### config.mk
export PLATFORM = sky130hd
export DESIGN_NAME = dsp_top
export DESIGN_NICKNAME = d
export VERILOG_FILES = /design/src/logic/dsp_top.v
export VERILOG_INCLUDE_DIRS = /design/src /design/src/logic
export SDC_FILE = /design/constraint.sdc
export NUM_CORES = 1
export LEC_CHECK = 0
export ABC_AREA = 1
export BUFFER_PORTS_ARGS = -buffer_cell sky130_fd_sc_hd__buf_2
export CORE_UTILIZATION = 30
export DETAILED_ROUTE_END_ITERATION = 7
export GPL_TIMING_DRIVEN = 0
export PLACE_DENSITY_LB_ADDON = 0.12
export SYNTH_ARGS = -nofsm -noshare
export SYNTH_HDL_FRONTEND = slang
export SYNTH_SLANG_ARGS = --single-unit
export TNS_END_PERCENT = 10
### constraint.sdc
create_clock -name clk -period 5.55 [get_ports clk]
set_input_delay 1.11 -clock clk [delete_from_list [all_inputs] [get_ports clk]]
set_output_delay 1.11 -clock clk [all_outputs]
set_load 0.005 [all_outputs]
### src/logic/dsp_regs.vh
// Register map, field layout, commands and timing names for the DRAM block.
`ifndef DSP_REGS_VH
`define DSP_REGS_VH
// Register byte addresses.
`define DSP_A_CTRL 8'h00
`define DSP_A_DENS 8'h04
`define DSP_A_ROW 8'h08
`define DSP_A_COL 8'h0c
`define DSP_A_STAT 8'h10
// Control register fields.
`define DSP_F_TYPE 1:0
`define DSP_F_X32 2
`define DSP_F_ADV 3
`define DSP_F_DEVW 4
// Density register fields.
`define DSP_F_DEN 2:0
`define DSP_F_SPD 5:3
// Reset values.
`define DSP_CTRL_RST 8'h00
`define DSP_DENS_RST 8'h1a
`define DSP_GEOM_RST 8'h0e
// Memory families.
`define DSP_T_DDR3 2'h0
`define DSP_T_LP2 2'h1
`define DSP_T_LP3 2'h2
// Density codes 256M, 512M, 1G, 2G, 4G, 8G and speed codes 400 to 1066.
`define DSP_D_256M 3'h0
`define DSP_D_1G 3'h2
`define DSP_D_4G 3'h4
`define DSP_D_8G 3'h5
`define DSP_S_800 3'h3
`define DSP_S_1066 3'h4
`define DSP_ROW_BASE 7'h0b
`define DSP_COL_DFLT 7'h0a
// Commands as {cs_n, ras_n, cas_n, we_n}.
`define DSP_CMD_NOP 4'h7
`define DSP_CMD_ACT 4'h3
`define DSP_CMD_RD 4'h5
`define DSP_CMD_WR 4'h4
`define DSP_CMD_PRE 4'h2
`define DSP_CMD_MRS 4'h0
`define DSP_CMD_ZQ 4'h6
`define DSP_CMD_DES 4'hf
// Timing figures.
`define DSP_CLK_MHZ 200
`define DSP_T_RST_US 200
`define DSP_T_CKE_US 500
`define DSP_T_MRD_CK 4
`define DSP_T_ZQ_CK 512
`define DSP_T_RCD_CK 8
`define DSP_BURST_CK 4
`define DSP_T_RP_CK 8
`define DSP_MR_LAST 2'h3
`endif

### src/logic/dsp_top.v
// DRAM startup sequencer, configuration port and memory pad drivers.
// Summary of operation
// - Start input launches the memory startup sequence.
// - Master reset low forces full reinitialisation.
// - Memory clock pair runs at half the controller clock.
// - Device drives data and strobes only writing.
// - Data bus 16 or 32 bits by setting.
// - Active-high mask, one bit per lane.
// - RAS, CAS, WE, chip select active low.
// - Clock enable output is active high.
// - Memory reset output is active low.
// - 16-bit address and 3-bit bank outputs.
// - DDR3, LPDDR2 or LPDDR3 chosen by setting.
// - Advanced density takes explicit row, column widths.
// - LPDDR2 400-1066; LPDDR3 800/1066, 4G/8G.
`timescale 1ns/1ps
`include "dsp_regs.vh"
module dsp_top #(
   parameter DQ_W = 32,
   parameter SER_ADDR = 7'h2a,
   parameter RST_CK = `DSP_T_RST_US * `DSP_CLK_MHZ / 2,
   parameter CKE_CK = `DSP_T_CKE_US * `DSP_CLK_MHZ / 2,
   parameter RD_LAT = 6,
   parameter WR_LAT = 5
) (
   input wire clk,
   input wire reset_n,
   input wire [7:0] reg_addr,
   input wire [7:0] reg_wdata,
   input wire reg_wr,
   input wire reg_rd,
   output reg [31:0] reg_rdata,
   input wire startup_ctrl_reset,
   input wire startup_ctrl_go,
   input wire mem_master_reset_n,
   input wire cfg_serial_clk_in,
   input wire cfg_serial_data_in,
   output reg cfg_serial_data_drive_en,
   input wire usr_req,
   input wire usr_we,
   input wire [2:0] usr_bank,
   input wire [15:0] usr_row,
   input wire [15:0] usr_col,
   input wire [DQ_W-1:0] usr_wdata,
   input wire [DQ_W/8-1:0] usr_wmask,
   output reg [DQ_W-1:0] usr_rdata,
   output reg usr_done,
   output reg usr_busy,
   output reg mem_ready,
   output reg mem_clock_p,
   output reg mem_clock_n,
   output reg mem_cke,
   output reg mem_cs_n,
   output reg mem_ras_n,
   output reg mem_cas_n,
   output reg mem_we_n,
   output reg mem_reset_n,
   output reg mem_termination_ctl,
   output reg [15:0] mem_addr,
   output reg [2:0] mem_bank,
   output reg [DQ_W/8-1:0] mem_byte_mask,
   output reg [DQ_W-1:0] mem_dq_out,
   output reg [DQ_W-1:0] mem_dq_oe,
   input wire [DQ_W-1:0] mem_dq_in,
   output reg [DQ_W/8-1:0] mem_dqs_p_out,
   output reg [DQ_W/8-1:0] mem_dqs_n_out,
   output reg [DQ_W/8-1:0] mem_dqs_oe
);
   localparam LN = DQ_W / 8;
   localparam S_IDLE = 4'h0;
   localparam S_RST = 4'h1;
   localparam S_CKE = 4'h2;
   localparam S_MRS = 4'h3;
   localparam S_ZQ = 4'h4;
   localparam S_READY = 4'h5;
   localparam S_ACT = 4'h6;
   localparam S_XFER = 4'h7;
   localparam S_PRE = 4'h8;

   reg [7:0] ctrl_q, dens_q, row_q, col_q;
   reg [3:0] st_q;
   reg [19:0] cnt_q;
   reg [1:0] mr_q;
   reg we_q, err_q;
   reg [DQ_W-1:0] dq_s1_q, dq_s2_q;
   reg [2:0] scl_s_q, sda_s_q;
   reg scl_q, sda_q, ser_act_q, ser_ack_q;
   reg [3:0] bit_q;
   reg [1:0] byte_q;
   reg [7:0] sh_q, ser_ra_q, ser_wd_q;
   reg ser_wr_q;
   reg [6:0] eff_row, eff_col;
   reg cfg_ok;
   reg [LN-1:0] lane_en;
   reg [3:0] cmd;
   integer i;
   integer j;

   wire [1:0] mtype = ctrl_q[`DSP_F_TYPE];
   wire [2:0] den = dens_q[`DSP_F_DEN];
   wire [2:0] spd = dens_q[`DSP_F_SPD];
   wire tick = mem_clock_p;
   wire hold = startup_ctrl_reset | ~mem_master_reset_n;
   wire scl_rise = (scl_s_q[2] == scl_s_q[1]) && scl_s_q[1] && !scl_q;
   wire scl_fall = (scl_s_q[2] == scl_s_q[1]) && !scl_s_q[1] && scl_q;
   wire sda_new = (sda_s_q[2] == sda_s_q[1]) ? sda_s_q[1] : sda_q;
   wire ser_start = scl_q && sda_q && !sda_new;
   wire ser_stop = scl_q && !sda_q && sda_new;

   // Geometry from density unless advanced widths are enabled.
   always @* begin
      if (ctrl_q[`DSP_F_ADV]) begin
         eff_row = row_q[6:0];
         eff_col = col_q[6:0];
      end else begin
         eff_row = `DSP_ROW_BASE + {4'h0, den};
         eff_col = `DSP_COL_DFLT;
      end
   end

   // Combinations outside the supported set block the startup.
   always @* begin
      case (mtype)
         `DSP_T_DDR3: cfg_ok = (den >= `DSP_D_1G) && (den <= `DSP_D_8G) &&
            (spd >= `DSP_S_800) && (spd <= `DSP_S_1066);
         `DSP_T_LP2: cfg_ok = (den <= `DSP_D_4G) && (spd <= `DSP_S_1066);
         `DSP_T_LP3: cfg_ok = (den >= `DSP_D_4G) && (den <= `DSP_D_8G) &&
            (spd >= `DSP_S_800) && (spd <= `DSP_S_1066);
         default: cfg_ok = 1'b0;
      endcase
   end

   always @* begin
      for (j = 0; j < LN; j = j + 1)
         lane_en[j] = ctrl_q[`DSP_F_X32] || (j < 2);
   end

   // Register file, written by the bus or the serial port.
   always @(posedge clk or negedge reset_n) begin
      if (!reset_n) begin
         ctrl_q <= `DSP_CTRL_RST;
         dens_q <= `DSP_DENS_RST;
         row_q <= `DSP_GEOM_RST;
         col_q <= `DSP_GEOM_RST;
         reg_rdata <= 32'h0;
      end else begin
         if (reg_wr || ser_wr_q) begin
            case (reg_wr ? reg_addr : ser_ra_q)
               `DSP_A_CTRL: ctrl_q <= reg_wr ? reg_wdata : ser_wd_q;
               `DSP_A_DENS: dens_q <= reg_wr ? reg_wdata : ser_wd_q;
               `DSP_A_ROW: row_q <= reg_wr ? reg_wdata : ser_wd_q;
               `DSP_A_COL: col_q <= reg_wr ? reg_wdata : ser_wd_q;
               default: ;
            endcase
         end
         reg_rdata <= 32'h0;
         if (reg_rd) begin
            case (reg_addr)
               `DSP_A_CTRL: reg_rdata <= {24'h0, ctrl_q};
               `DSP_A_DENS: reg_rdata <= {24'h0, dens_q};
               `DSP_A_ROW: reg_rdata <= {24'h0, row_q};
               `DSP_A_COL: reg_rdata <= {24'h0, col_q};
               `DSP_A_STAT: reg_rdata <= {7'h0, eff_col, 1'b0, eff_row,
                  cfg_ok, err_q, mem_ready, 3'h0, st_q};
               default: reg_rdata <= 32'h0;
            endcase
         end
      end
   end

   // Two-wire configuration port; pins pass three flip-flops.
   always @(posedge clk or negedge reset_n) begin
      if (!reset_n) begin
         scl_s_q <= 3'h7;
         sda_s_q <= 3'h7;
         scl_q <= 1'b1;
         sda_q <= 1'b1;
         ser_act_q <= 1'b0;
         ser_ack_q <= 1'b0;
         bit_q <= 4'h0;
         byte_q <= 2'h0;
         sh_q <= 8'h0;
         ser_ra_q <= 8'h0;
         ser_wd_q <= 8'h0;
         ser_wr_q <= 1'b0;
         cfg_serial_data_drive_en <= 1'b0;
      end else begin
         scl_s_q <= {scl_s_q[1:0], cfg_serial_clk_in};
         sda_s_q <= {sda_s_q[1:0], cfg_serial_data_in};
         if (scl_s_q[2] == scl_s_q[1])
            scl_q <= scl_s_q[1];
         sda_q <= sda_new;
         ser_wr_q <= 1'b0;
         if (ser_start || ser_stop) begin
            ser_act_q <= ser_start;
            ser_ack_q <= 1'b0;
            bit_q <= 4'h0;
            byte_q <= 2'h0;
            cfg_serial_data_drive_en <= 1'b0;
         end else if (ser_act_q && scl_rise && !ser_ack_q) begin
            sh_q <= {sh_q[6:0], sda_q};
            bit_q <= bit_q + 4'h1;
         end else if (ser_act_q && scl_fall) begin
            if (ser_ack_q) begin
               ser_ack_q <= 1'b0;
               bit_q <= 4'h0;
               cfg_serial_data_drive_en <= 1'b0;
            end else if (bit_q == 4'h8) begin
               ser_ack_q <= 1'b1;
               cfg_serial_data_drive_en <= 1'b1;
               if (byte_q == 2'h0) begin
                  if (sh_q != {SER_ADDR[6:0], 1'b0}) begin
                     ser_act_q <= 1'b0;
                     ser_ack_q <= 1'b0;
                     cfg_serial_data_drive_en <= 1'b0;
                  end
                  byte_q <= 2'h1;
               end else if (byte_q == 2'h1) begin
                  ser_ra_q <= sh_q;
                  byte_q <= 2'h2;
               end else begin
                  ser_wd_q <= sh_q;
                  ser_wr_q <= 1'b1;
               end
            end
         end
         if (ser_wr_q)
            ser_ra_q <= ser_ra_q + 8'h04;
      end
   end

   // Command selection for the next memory clock.
   always @* begin
      cmd = `DSP_CMD_NOP;
      case (st_q)
         S_IDLE, S_RST, S_CKE: cmd = `DSP_CMD_DES;
         S_MRS: cmd = (cnt_q == 20'h0) ? `DSP_CMD_MRS : `DSP_CMD_NOP;
         S_ZQ: cmd = (cnt_q == 20'h0) ? `DSP_CMD_ZQ : `DSP_CMD_NOP;
         S_READY: cmd = (usr_req && !usr_busy) ? `DSP_CMD_ACT :
            `DSP_CMD_NOP;
         S_ACT: cmd = (cnt_q == `DSP_T_RCD_CK) ?
            (we_q ? `DSP_CMD_WR : `DSP_CMD_RD) : `DSP_CMD_NOP;
         S_PRE: cmd = (cnt_q == 20'h0) ? `DSP_CMD_PRE : `DSP_CMD_NOP;
         default: cmd = `DSP_CMD_NOP;
      endcase
   end

   // Startup sequencer and single access engine.
   always @(posedge clk or negedge reset_n) begin
      if (!reset_n) begin
         st_q <= S_IDLE;
         cnt_q <= 20'h0;
         mr_q <= 2'h0;
         we_q <= 1'b0;
         err_q <= 1'b0;
         mem_ready <= 1'b0;
         usr_busy <= 1'b0;
         usr_done <= 1'b0;
         usr_rdata <= {DQ_W{1'b0}};
         dq_s1_q <= {DQ_W{1'b0}};
         dq_s2_q <= {DQ_W{1'b0}};
         mem_clock_p <= 1'b0;
         mem_clock_n <= 1'b1;
         mem_cke <= 1'b0;
         {mem_cs_n, mem_ras_n, mem_cas_n, mem_we_n} <= `DSP_CMD_DES;
         mem_reset_n <= 1'b0;
         mem_termination_ctl <= 1'b0;
         mem_addr <= 16'h0;
         mem_bank <= 3'h0;
         mem_byte_mask <= {LN{1'b0}};
         mem_dq_out <= {DQ_W{1'b0}};
         mem_dq_oe <= {DQ_W{1'b0}};
         mem_dqs_p_out <= {LN{1'b0}};
         mem_dqs_n_out <= {LN{1'b1}};
         mem_dqs_oe <= {LN{1'b0}};
      end else begin
         mem_clock_p <= ~mem_clock_p;
         mem_clock_n <= mem_clock_p;
         dq_s1_q <= mem_dq_in;
         dq_s2_q <= dq_s1_q;
         usr_done <= 1'b0;
         if (hold) begin
            st_q <= S_IDLE;
            mem_ready <= 1'b0;
            usr_busy <= 1'b0;
            mem_cke <= 1'b0;
            mem_reset_n <= 1'b0;
            mem_termination_ctl <= 1'b0;
            {mem_cs_n, mem_ras_n, mem_cas_n, mem_we_n} <= `DSP_CMD_DES;
            mem_dq_oe <= {DQ_W{1'b0}};
            mem_dqs_oe <= {LN{1'b0}};
         end else if (tick) begin
            {mem_cs_n, mem_ras_n, mem_cas_n, mem_we_n} <= cmd;
            cnt_q <= cnt_q + 20'h1;
            case (st_q)
               S_IDLE: begin
                  if (startup_ctrl_go) begin
                     err_q <= !cfg_ok;
                     if (cfg_ok) begin
                        st_q <= S_RST;
                        cnt_q <= 20'h0;
                     end
                  end
               end
               S_RST: begin
                  mem_reset_n <= 1'b0;
                  if (cnt_q >= RST_CK[19:0] - 20'h1) begin
                     st_q <= S_CKE;
                     cnt_q <= 20'h0;
                     mem_reset_n <= 1'b1;
                  end
               end
               S_CKE: begin
                  if (cnt_q >= CKE_CK[19:0] - 20'h1) begin
                     st_q <= S_MRS;
                     cnt_q <= 20'h0;
                     mr_q <= 2'h0;
                     mem_cke <= 1'b1;
                  end
               end
               S_MRS: begin
                  mem_bank <= {1'b0, `DSP_MR_LAST - mr_q};
                  mem_addr <= 16'h0;
                  if (cnt_q == `DSP_T_MRD_CK) begin
                     cnt_q <= 20'h0;
                     mr_q <= mr_q + 2'h1;
                     if (mr_q == `DSP_MR_LAST)
                        st_q <= S_ZQ;
                  end
               end
               S_ZQ: begin
                  mem_addr <= 16'h0400;
                  if (cnt_q == `DSP_T_ZQ_CK) begin
                     st_q <= S_READY;
                     mem_ready <= 1'b1;
                  end
               end
               S_READY: begin
                  cnt_q <= 20'h0;
                  if (usr_req && !usr_busy) begin
                     // row and bank on the pads
                     mem_addr <= usr_row;
                     mem_bank <= usr_bank;
                     we_q <= usr_we;
                     usr_busy <= 1'b1;
                     st_q <= S_ACT;
                  end
               end
               S_ACT: begin
                  if (cnt_q == `DSP_T_RCD_CK) begin
                     mem_addr <= usr_col;
                     cnt_q <= 20'h0;
                     st_q <= S_XFER;
                  end
               end
               S_XFER: begin
                  if (we_q && cnt_q == WR_LAT) begin
                     mem_dq_out <= usr_wdata;
                     mem_byte_mask <= usr_wmask & lane_en;
                     mem_termination_ctl <= 1'b1;
                     for (i = 0; i < DQ_W; i = i + 1)
                        mem_dq_oe[i] <= lane_en[i / 8];
                     mem_dqs_oe <= lane_en;
                  end
                  if (!we_q && cnt_q == RD_LAT + 2)
                     usr_rdata <= dq_s2_q;
                  if (cnt_q == `DSP_BURST_CK + WR_LAT + RD_LAT) begin
                     mem_dq_oe <= {DQ_W{1'b0}};
                     mem_dqs_oe <= {LN{1'b0}};
                     mem_termination_ctl <= 1'b0;
                     mem_byte_mask <= {LN{1'b0}};
                     mem_addr <= 16'h0400;
                     cnt_q <= 20'h0;
                     st_q <= S_PRE;
                  end
               end
               S_PRE: begin
                  if (cnt_q == `DSP_T_RP_CK) begin
                     usr_busy <= 1'b0;
                     usr_done <= 1'b1;
                     st_q <= S_READY;
                  end
               end
               default: st_q <= S_IDLE;
            endcase
         end
         // Strobes toggle in step with the clock while driven.
         if (!hold) begin
            mem_dqs_p_out <= {LN{~mem_clock_p}};
            mem_dqs_n_out <= {LN{mem_clock_p}};
         end
      end
   end
endmodule

-- Word-level counts from Yosys, hierarchy flattened
Index checks and enable logic that the tools add are counted.
- bits in registers: 335
- bits of input ports: 130
- word-level logic and storage cells: 346
- output and inout port bits: 176
- equal/unequal tests: 50
- multiplexer cells: 137
- magnitude comparators: 8
- $add $sub $neg: 6
- reduce and logical (&&, ||, !) cells: 89
- bitwise operators: 10
- operators with widths (kind ; count):
    $mux W32 ; 5
    $mux W20 ; 7
    $pmux W20 S7 ; 1
    $pmux W25 S5 ; 1
    $mux W4 ; 24
    $mux W8 ; 10
    $pmux W16 S5 ; 1
    $mux W1 ; 62
    $mux W16 ; 3
    $eq A20 B3 Y1 const B ; 2
    $eq A20 B4 Y1 const B ; 2
    $pmux W4 S9 ; 1
    $reduce_bool A2 Y1 ; 17
    $ne A3 B3 Y1 const B ; 11
    $eq A8 B4 Y1 const B ; 4
    $reduce_and A4 Y1 ; 7
    $mux W25 ; 1
    $pmux W4 S6 ; 1
    $logic_and A1 B1 Y1 ; 21
    $add A20 B1 Y20 const B ; 1
    $eq A20 B10 Y1 const B ; 1
    $ge A20 B15 Y1 const B ; 1
    $ge A20 B16 Y1 const B ; 1
    $logic_not A20 Y1 ; 1
    other kinds (44) ; 114

-- Longest topological paths before layout
- word-level depth: 10
- gate-level depth with buffers: 14
- mapped depth without buffers: 13

-- Worst setup path after synthesis
OpenSTA, ideal clock, no wires.
- path type: input to register
- from: input startup_ctrl_reset
- to: register cnt_q[13]
- library setup time: 0.111 ns
- data required time: 5.439 ns
- arrival: 2.270 ns
- stages: 12
- path buffers: 1
- slack: 3.169 ns
- path through: inv_1 > nand2_1 > buf_2 > nor2_4 > nand2_1 > nor2_2 > nand3_1 > nor2_2 > xor2_1 > inv_2 > nand2_2 > inv_2
- longest elaborated chain between the ends: 3
- ends and longest elaborated chain (item ; line ; source):
    from (decl) ; dsp_top.v:33 ; input wire startup_ctrl_reset,
    $or A1 B1 Y1 ; dsp_top.v:103 ; wire hold = startup_ctrl_reset | ~mem_master_reset_n;
    $not A1 Y1 (no line) ; n/a ;
    $reduce_and A2 Y1 (no line) ; n/a ;
    to (signal assigned) ; dsp_top.v:294 ; cnt_q <= cnt_q + 20'h1;
    to (decl) ; dsp_top.v:82 ; reg [19:0] cnt_q;
No other way between the ends.
A chain may end at the register's enable or synchronous reset.

==> impl_metrics.json <==
{
  "outcome": "finished, final reports clean",
  "diodes": 0,
  "io_buffer_count": 297,
  "grt_pass1_wl_mm": 55.9,
  "die-area_sq_um": 43300,
  "cp_max_fo": 20,
  "wl_per_cell_um": 15.2,
  "fin_util": 0.388,
  "yosysSeqAreaShare": 0.576,
  "dp_hpwl_mm": 25.8,
  "cts_resized": 0,
  "core_area_sq_um": 41900,
  "cp.depth": 2,
  "finalCritPeriodShare": 0.487,
  "synth_top_area_share": 0.529,
  "first_pass_iters": 5,
  "fmax_mhz": 370,
  "ant_nets": 0,
  "ys_warn_count": 0,
  "track_usage": 0.165,
  "synth_most_common_cell": "nand2_1",
  "synth_ff_type": "dfrtp_1",
  "synthArstFlopShare": 1.00,
  "setup_viol": 0,
  "cts_buffer_depth": 3,
  "multi_input_area_sq_um": 4100,
  "cap_violations": 0,
  "finalWorstSetupSlack_ns": 2.84,
  "cts_buffers": 37,
  "power.leakage_uw": 0.00874,
  "clk_pin_slew_ns": 0.06,
  "powerDensity_nw_per_um2": 334,
  "layout-drive-gt1-share": 0.311,
  "ir_drop_uv": 255,
  "start_kind": "register",
  "cts_tree": "yes",
  "cp_cell_sequence": "buf_4 -> buf_2",
  "tightest_slew_ns": 0.823,
  "hp-class": "register to register",
  "io_pins": 306,
  "crit_family": "flip-flops",
  "relSlewSlack": 0.447,
  "synth_area_sq_um": 12700,
  "path_class": "register to output pin",
  "synth_edf_count": 0,
  "cts_root_buffer": "clkbuf_16",
  "clock_latency_ns": 0.55,
  "fin_total_pwr_uw": 5430,
  "slowest_delay_ns": 0.73,
  "syn_avg_cell_area_sq_um": 9.25,
  "grt_pass1_vias": 9950,
  "nets": 1864,
  "initial_core_util": 0.304,
  "finalClockSkew_ns": 0.0281,
  "vias": 10100,
  "pre_cts_ws_ns": 2.49,
  "grt_overflow": 0,
  "fillers": 4380,
  "die_x_um": 208,
  "path_buf_inv": 2,
  "ys_ff_latch": 292,
  "routed_via_density": 4.40,
  "cts_hold_buf": 0,
  "yosysTopAreaCell": "dfrtp_1",
  "cp_slowest_cell": "dfrtp_1",
  "setup_tns_ns": 0,
  "post_cts_buffers": 0,
  "h-tree-depth": 2,
  "layout_min_cycle_time_ns": 2.71,
  "drt_iter0_markers": 629,
  "rr_worst_depth": 11,
  "holdPathStages": 0,
  "placementRows": 75,
  "yosysUniqueCellTypes": 51,
  "globalplace.congestion": 0.875,
  "area_delta_synth_final_pct": 27.5,
  "critPathCaptureType": "output pin",
  "area.sequential_sq_um": 7340,
  "die_height_um": 208,
  "arrival_ns": 1.60,
  "grt_max_degree": 115,
  "finalHoldViolations": 0,
  "antenna_found_initial": 2,
  "finalMaxSlewViolations": 0,
  "synthCells": 1376,
  "wl_mm": 34.8,
  "yosys-top-cells-area": "dfrtp_1 53%, nand2_1 10%, inv_1 4.9%, dfstp_2 4.7%, buf_4 3.1%",
  "required_ns": 4.44,
  "drc": 0,
  "grt_setup_unrepaired": "no",
  "synth_commonest_cells": "350 x nand2_1, 269 x dfrtp_1, 166 x inv_1",
  "cts_sinks": 292
}
-- report_power, final --
| group | leakage [uW] | total [uW] | internal, uW | switching (uW) |
|---|---|---|---|---|
| registers | 0.00370 | 2410 | 2290 | 125 |
| logic | 0.00442 | 554 | 208 | 346 |
| clock network | 0.000621 | 2460 | 1510 | 949 |
| total | 0.00874 | 5430 | 4010 | 1420 |
-- routing by layer --
| metal | vias to the layer above | share of wire | GRT usage |
|---|---|---|---|
| li1 | 5017 | - | - |
| met1 | 4803 | 0.45 | 0.214 |
| met2 | 185 | 0.49 | 0.274 |
| met3 | 56 | 0.038 | 0.0308 |
| met4 | 2 | 0.026 | 0.0587 |
| met5 | - | 0.00026 | 0 |
-- flip-flops by register name (all words and copies together) (netlist names), 4 cells and up --
| name | flops |
|---|---|
| dq_s1_q | 32 |
| dq_s2_q | 32 |
| mem_dq_out | 32 |
| usr_rdata | 32 |
| reg_rdata | 24 |
| cnt_q | 20 |
| mem_addr | 16 |
| col_q | 8 |
| ctrl_q | 8 |
| dens_q | 8 |
| row_q | 8 |
| ser_ra_q | 8 |
| ser_wd_q | 8 |
| sh_q | 8 |
| bit_q | 4 |
| mem_byte_mask | 4 |
| st_q | 4 |
-- cell type report --
cell class                 count  area share
sequential                   292       0.452
multi-input combinational    815       0.252
timing repair buffer         299      0.0956
clock buffer                  54      0.0673
inverter                     192      0.0444
tap                          539      0.0415
buffer                        84      0.0371
clock inverter                14     0.00987
-- path summary, 6_finish.rpt --
check / from / end / slack, ns
worst min register to register: dq_s1_q[27] / dq_s2_q[27] / 0.34
min in group asynchronous: reset_n / dq_s2_q[10] / 0.58
worst min-delay path: dq_s1_q[27] / dq_s2_q[27] / 0.34
worst max-delay path: mem_dq_oe[15] / mem_dq_oe[0] / 2.84
max in group asynchronous: reset_n / mem_dq_oe[30] / 3.91
worst max register to register: cnt_q[14] / mem_dq_out[12] / 3.24
-- per-stage QoR --
stage | cells | hold slack (ns) | cell area [sq um]
finish | 2289 | 0.336 | 16200
global route | 2289 | 0.339 | 16200
CTS | 2289 | 0.338 | 16200
detailed placement | 2221 | 0.335 | 15000
global placement | 2219 | 0.333 | 14900
floorplan | 1383 | 0.331 | 12800
-- worst register-to-register path, delay by kind of cell, from the launching register on --
family | cells | cell delay (ns)
AND/OR/NAND/NOR | 8 | 1.23
buffers and inverters | 3 | 0.50
flip-flops | 1 | 0.45
-- placed cells by master (no fill, tap or decap), types with 33 or more instances in the layout --
cell       instances
buf_2            307
buf_4             53
clkbuf_16         39
dfrtp_1          269
inv_1            166
nand2_1          350
nand3_1           64
nor2_1            88
o21ai_0           42
o21ai_1           55
o21ai_2           33
-- cell families after synthesis --
logic type | after synthesis | share of synthesized area
muxes | 8 | 0.00629
and+or+nand+nor | 567 | 0.187
AOI/OAI and AO/OA | 203 | 0.103
other | 1 | 0.000295
xor gates and xnor gates | 16 | 0.0110
buffers and inverters | 276 | 0.104
DFF | 292 | 0.576
adders and majority gates | 13 | 0.0128
Power figures use the tool's default switching activity.
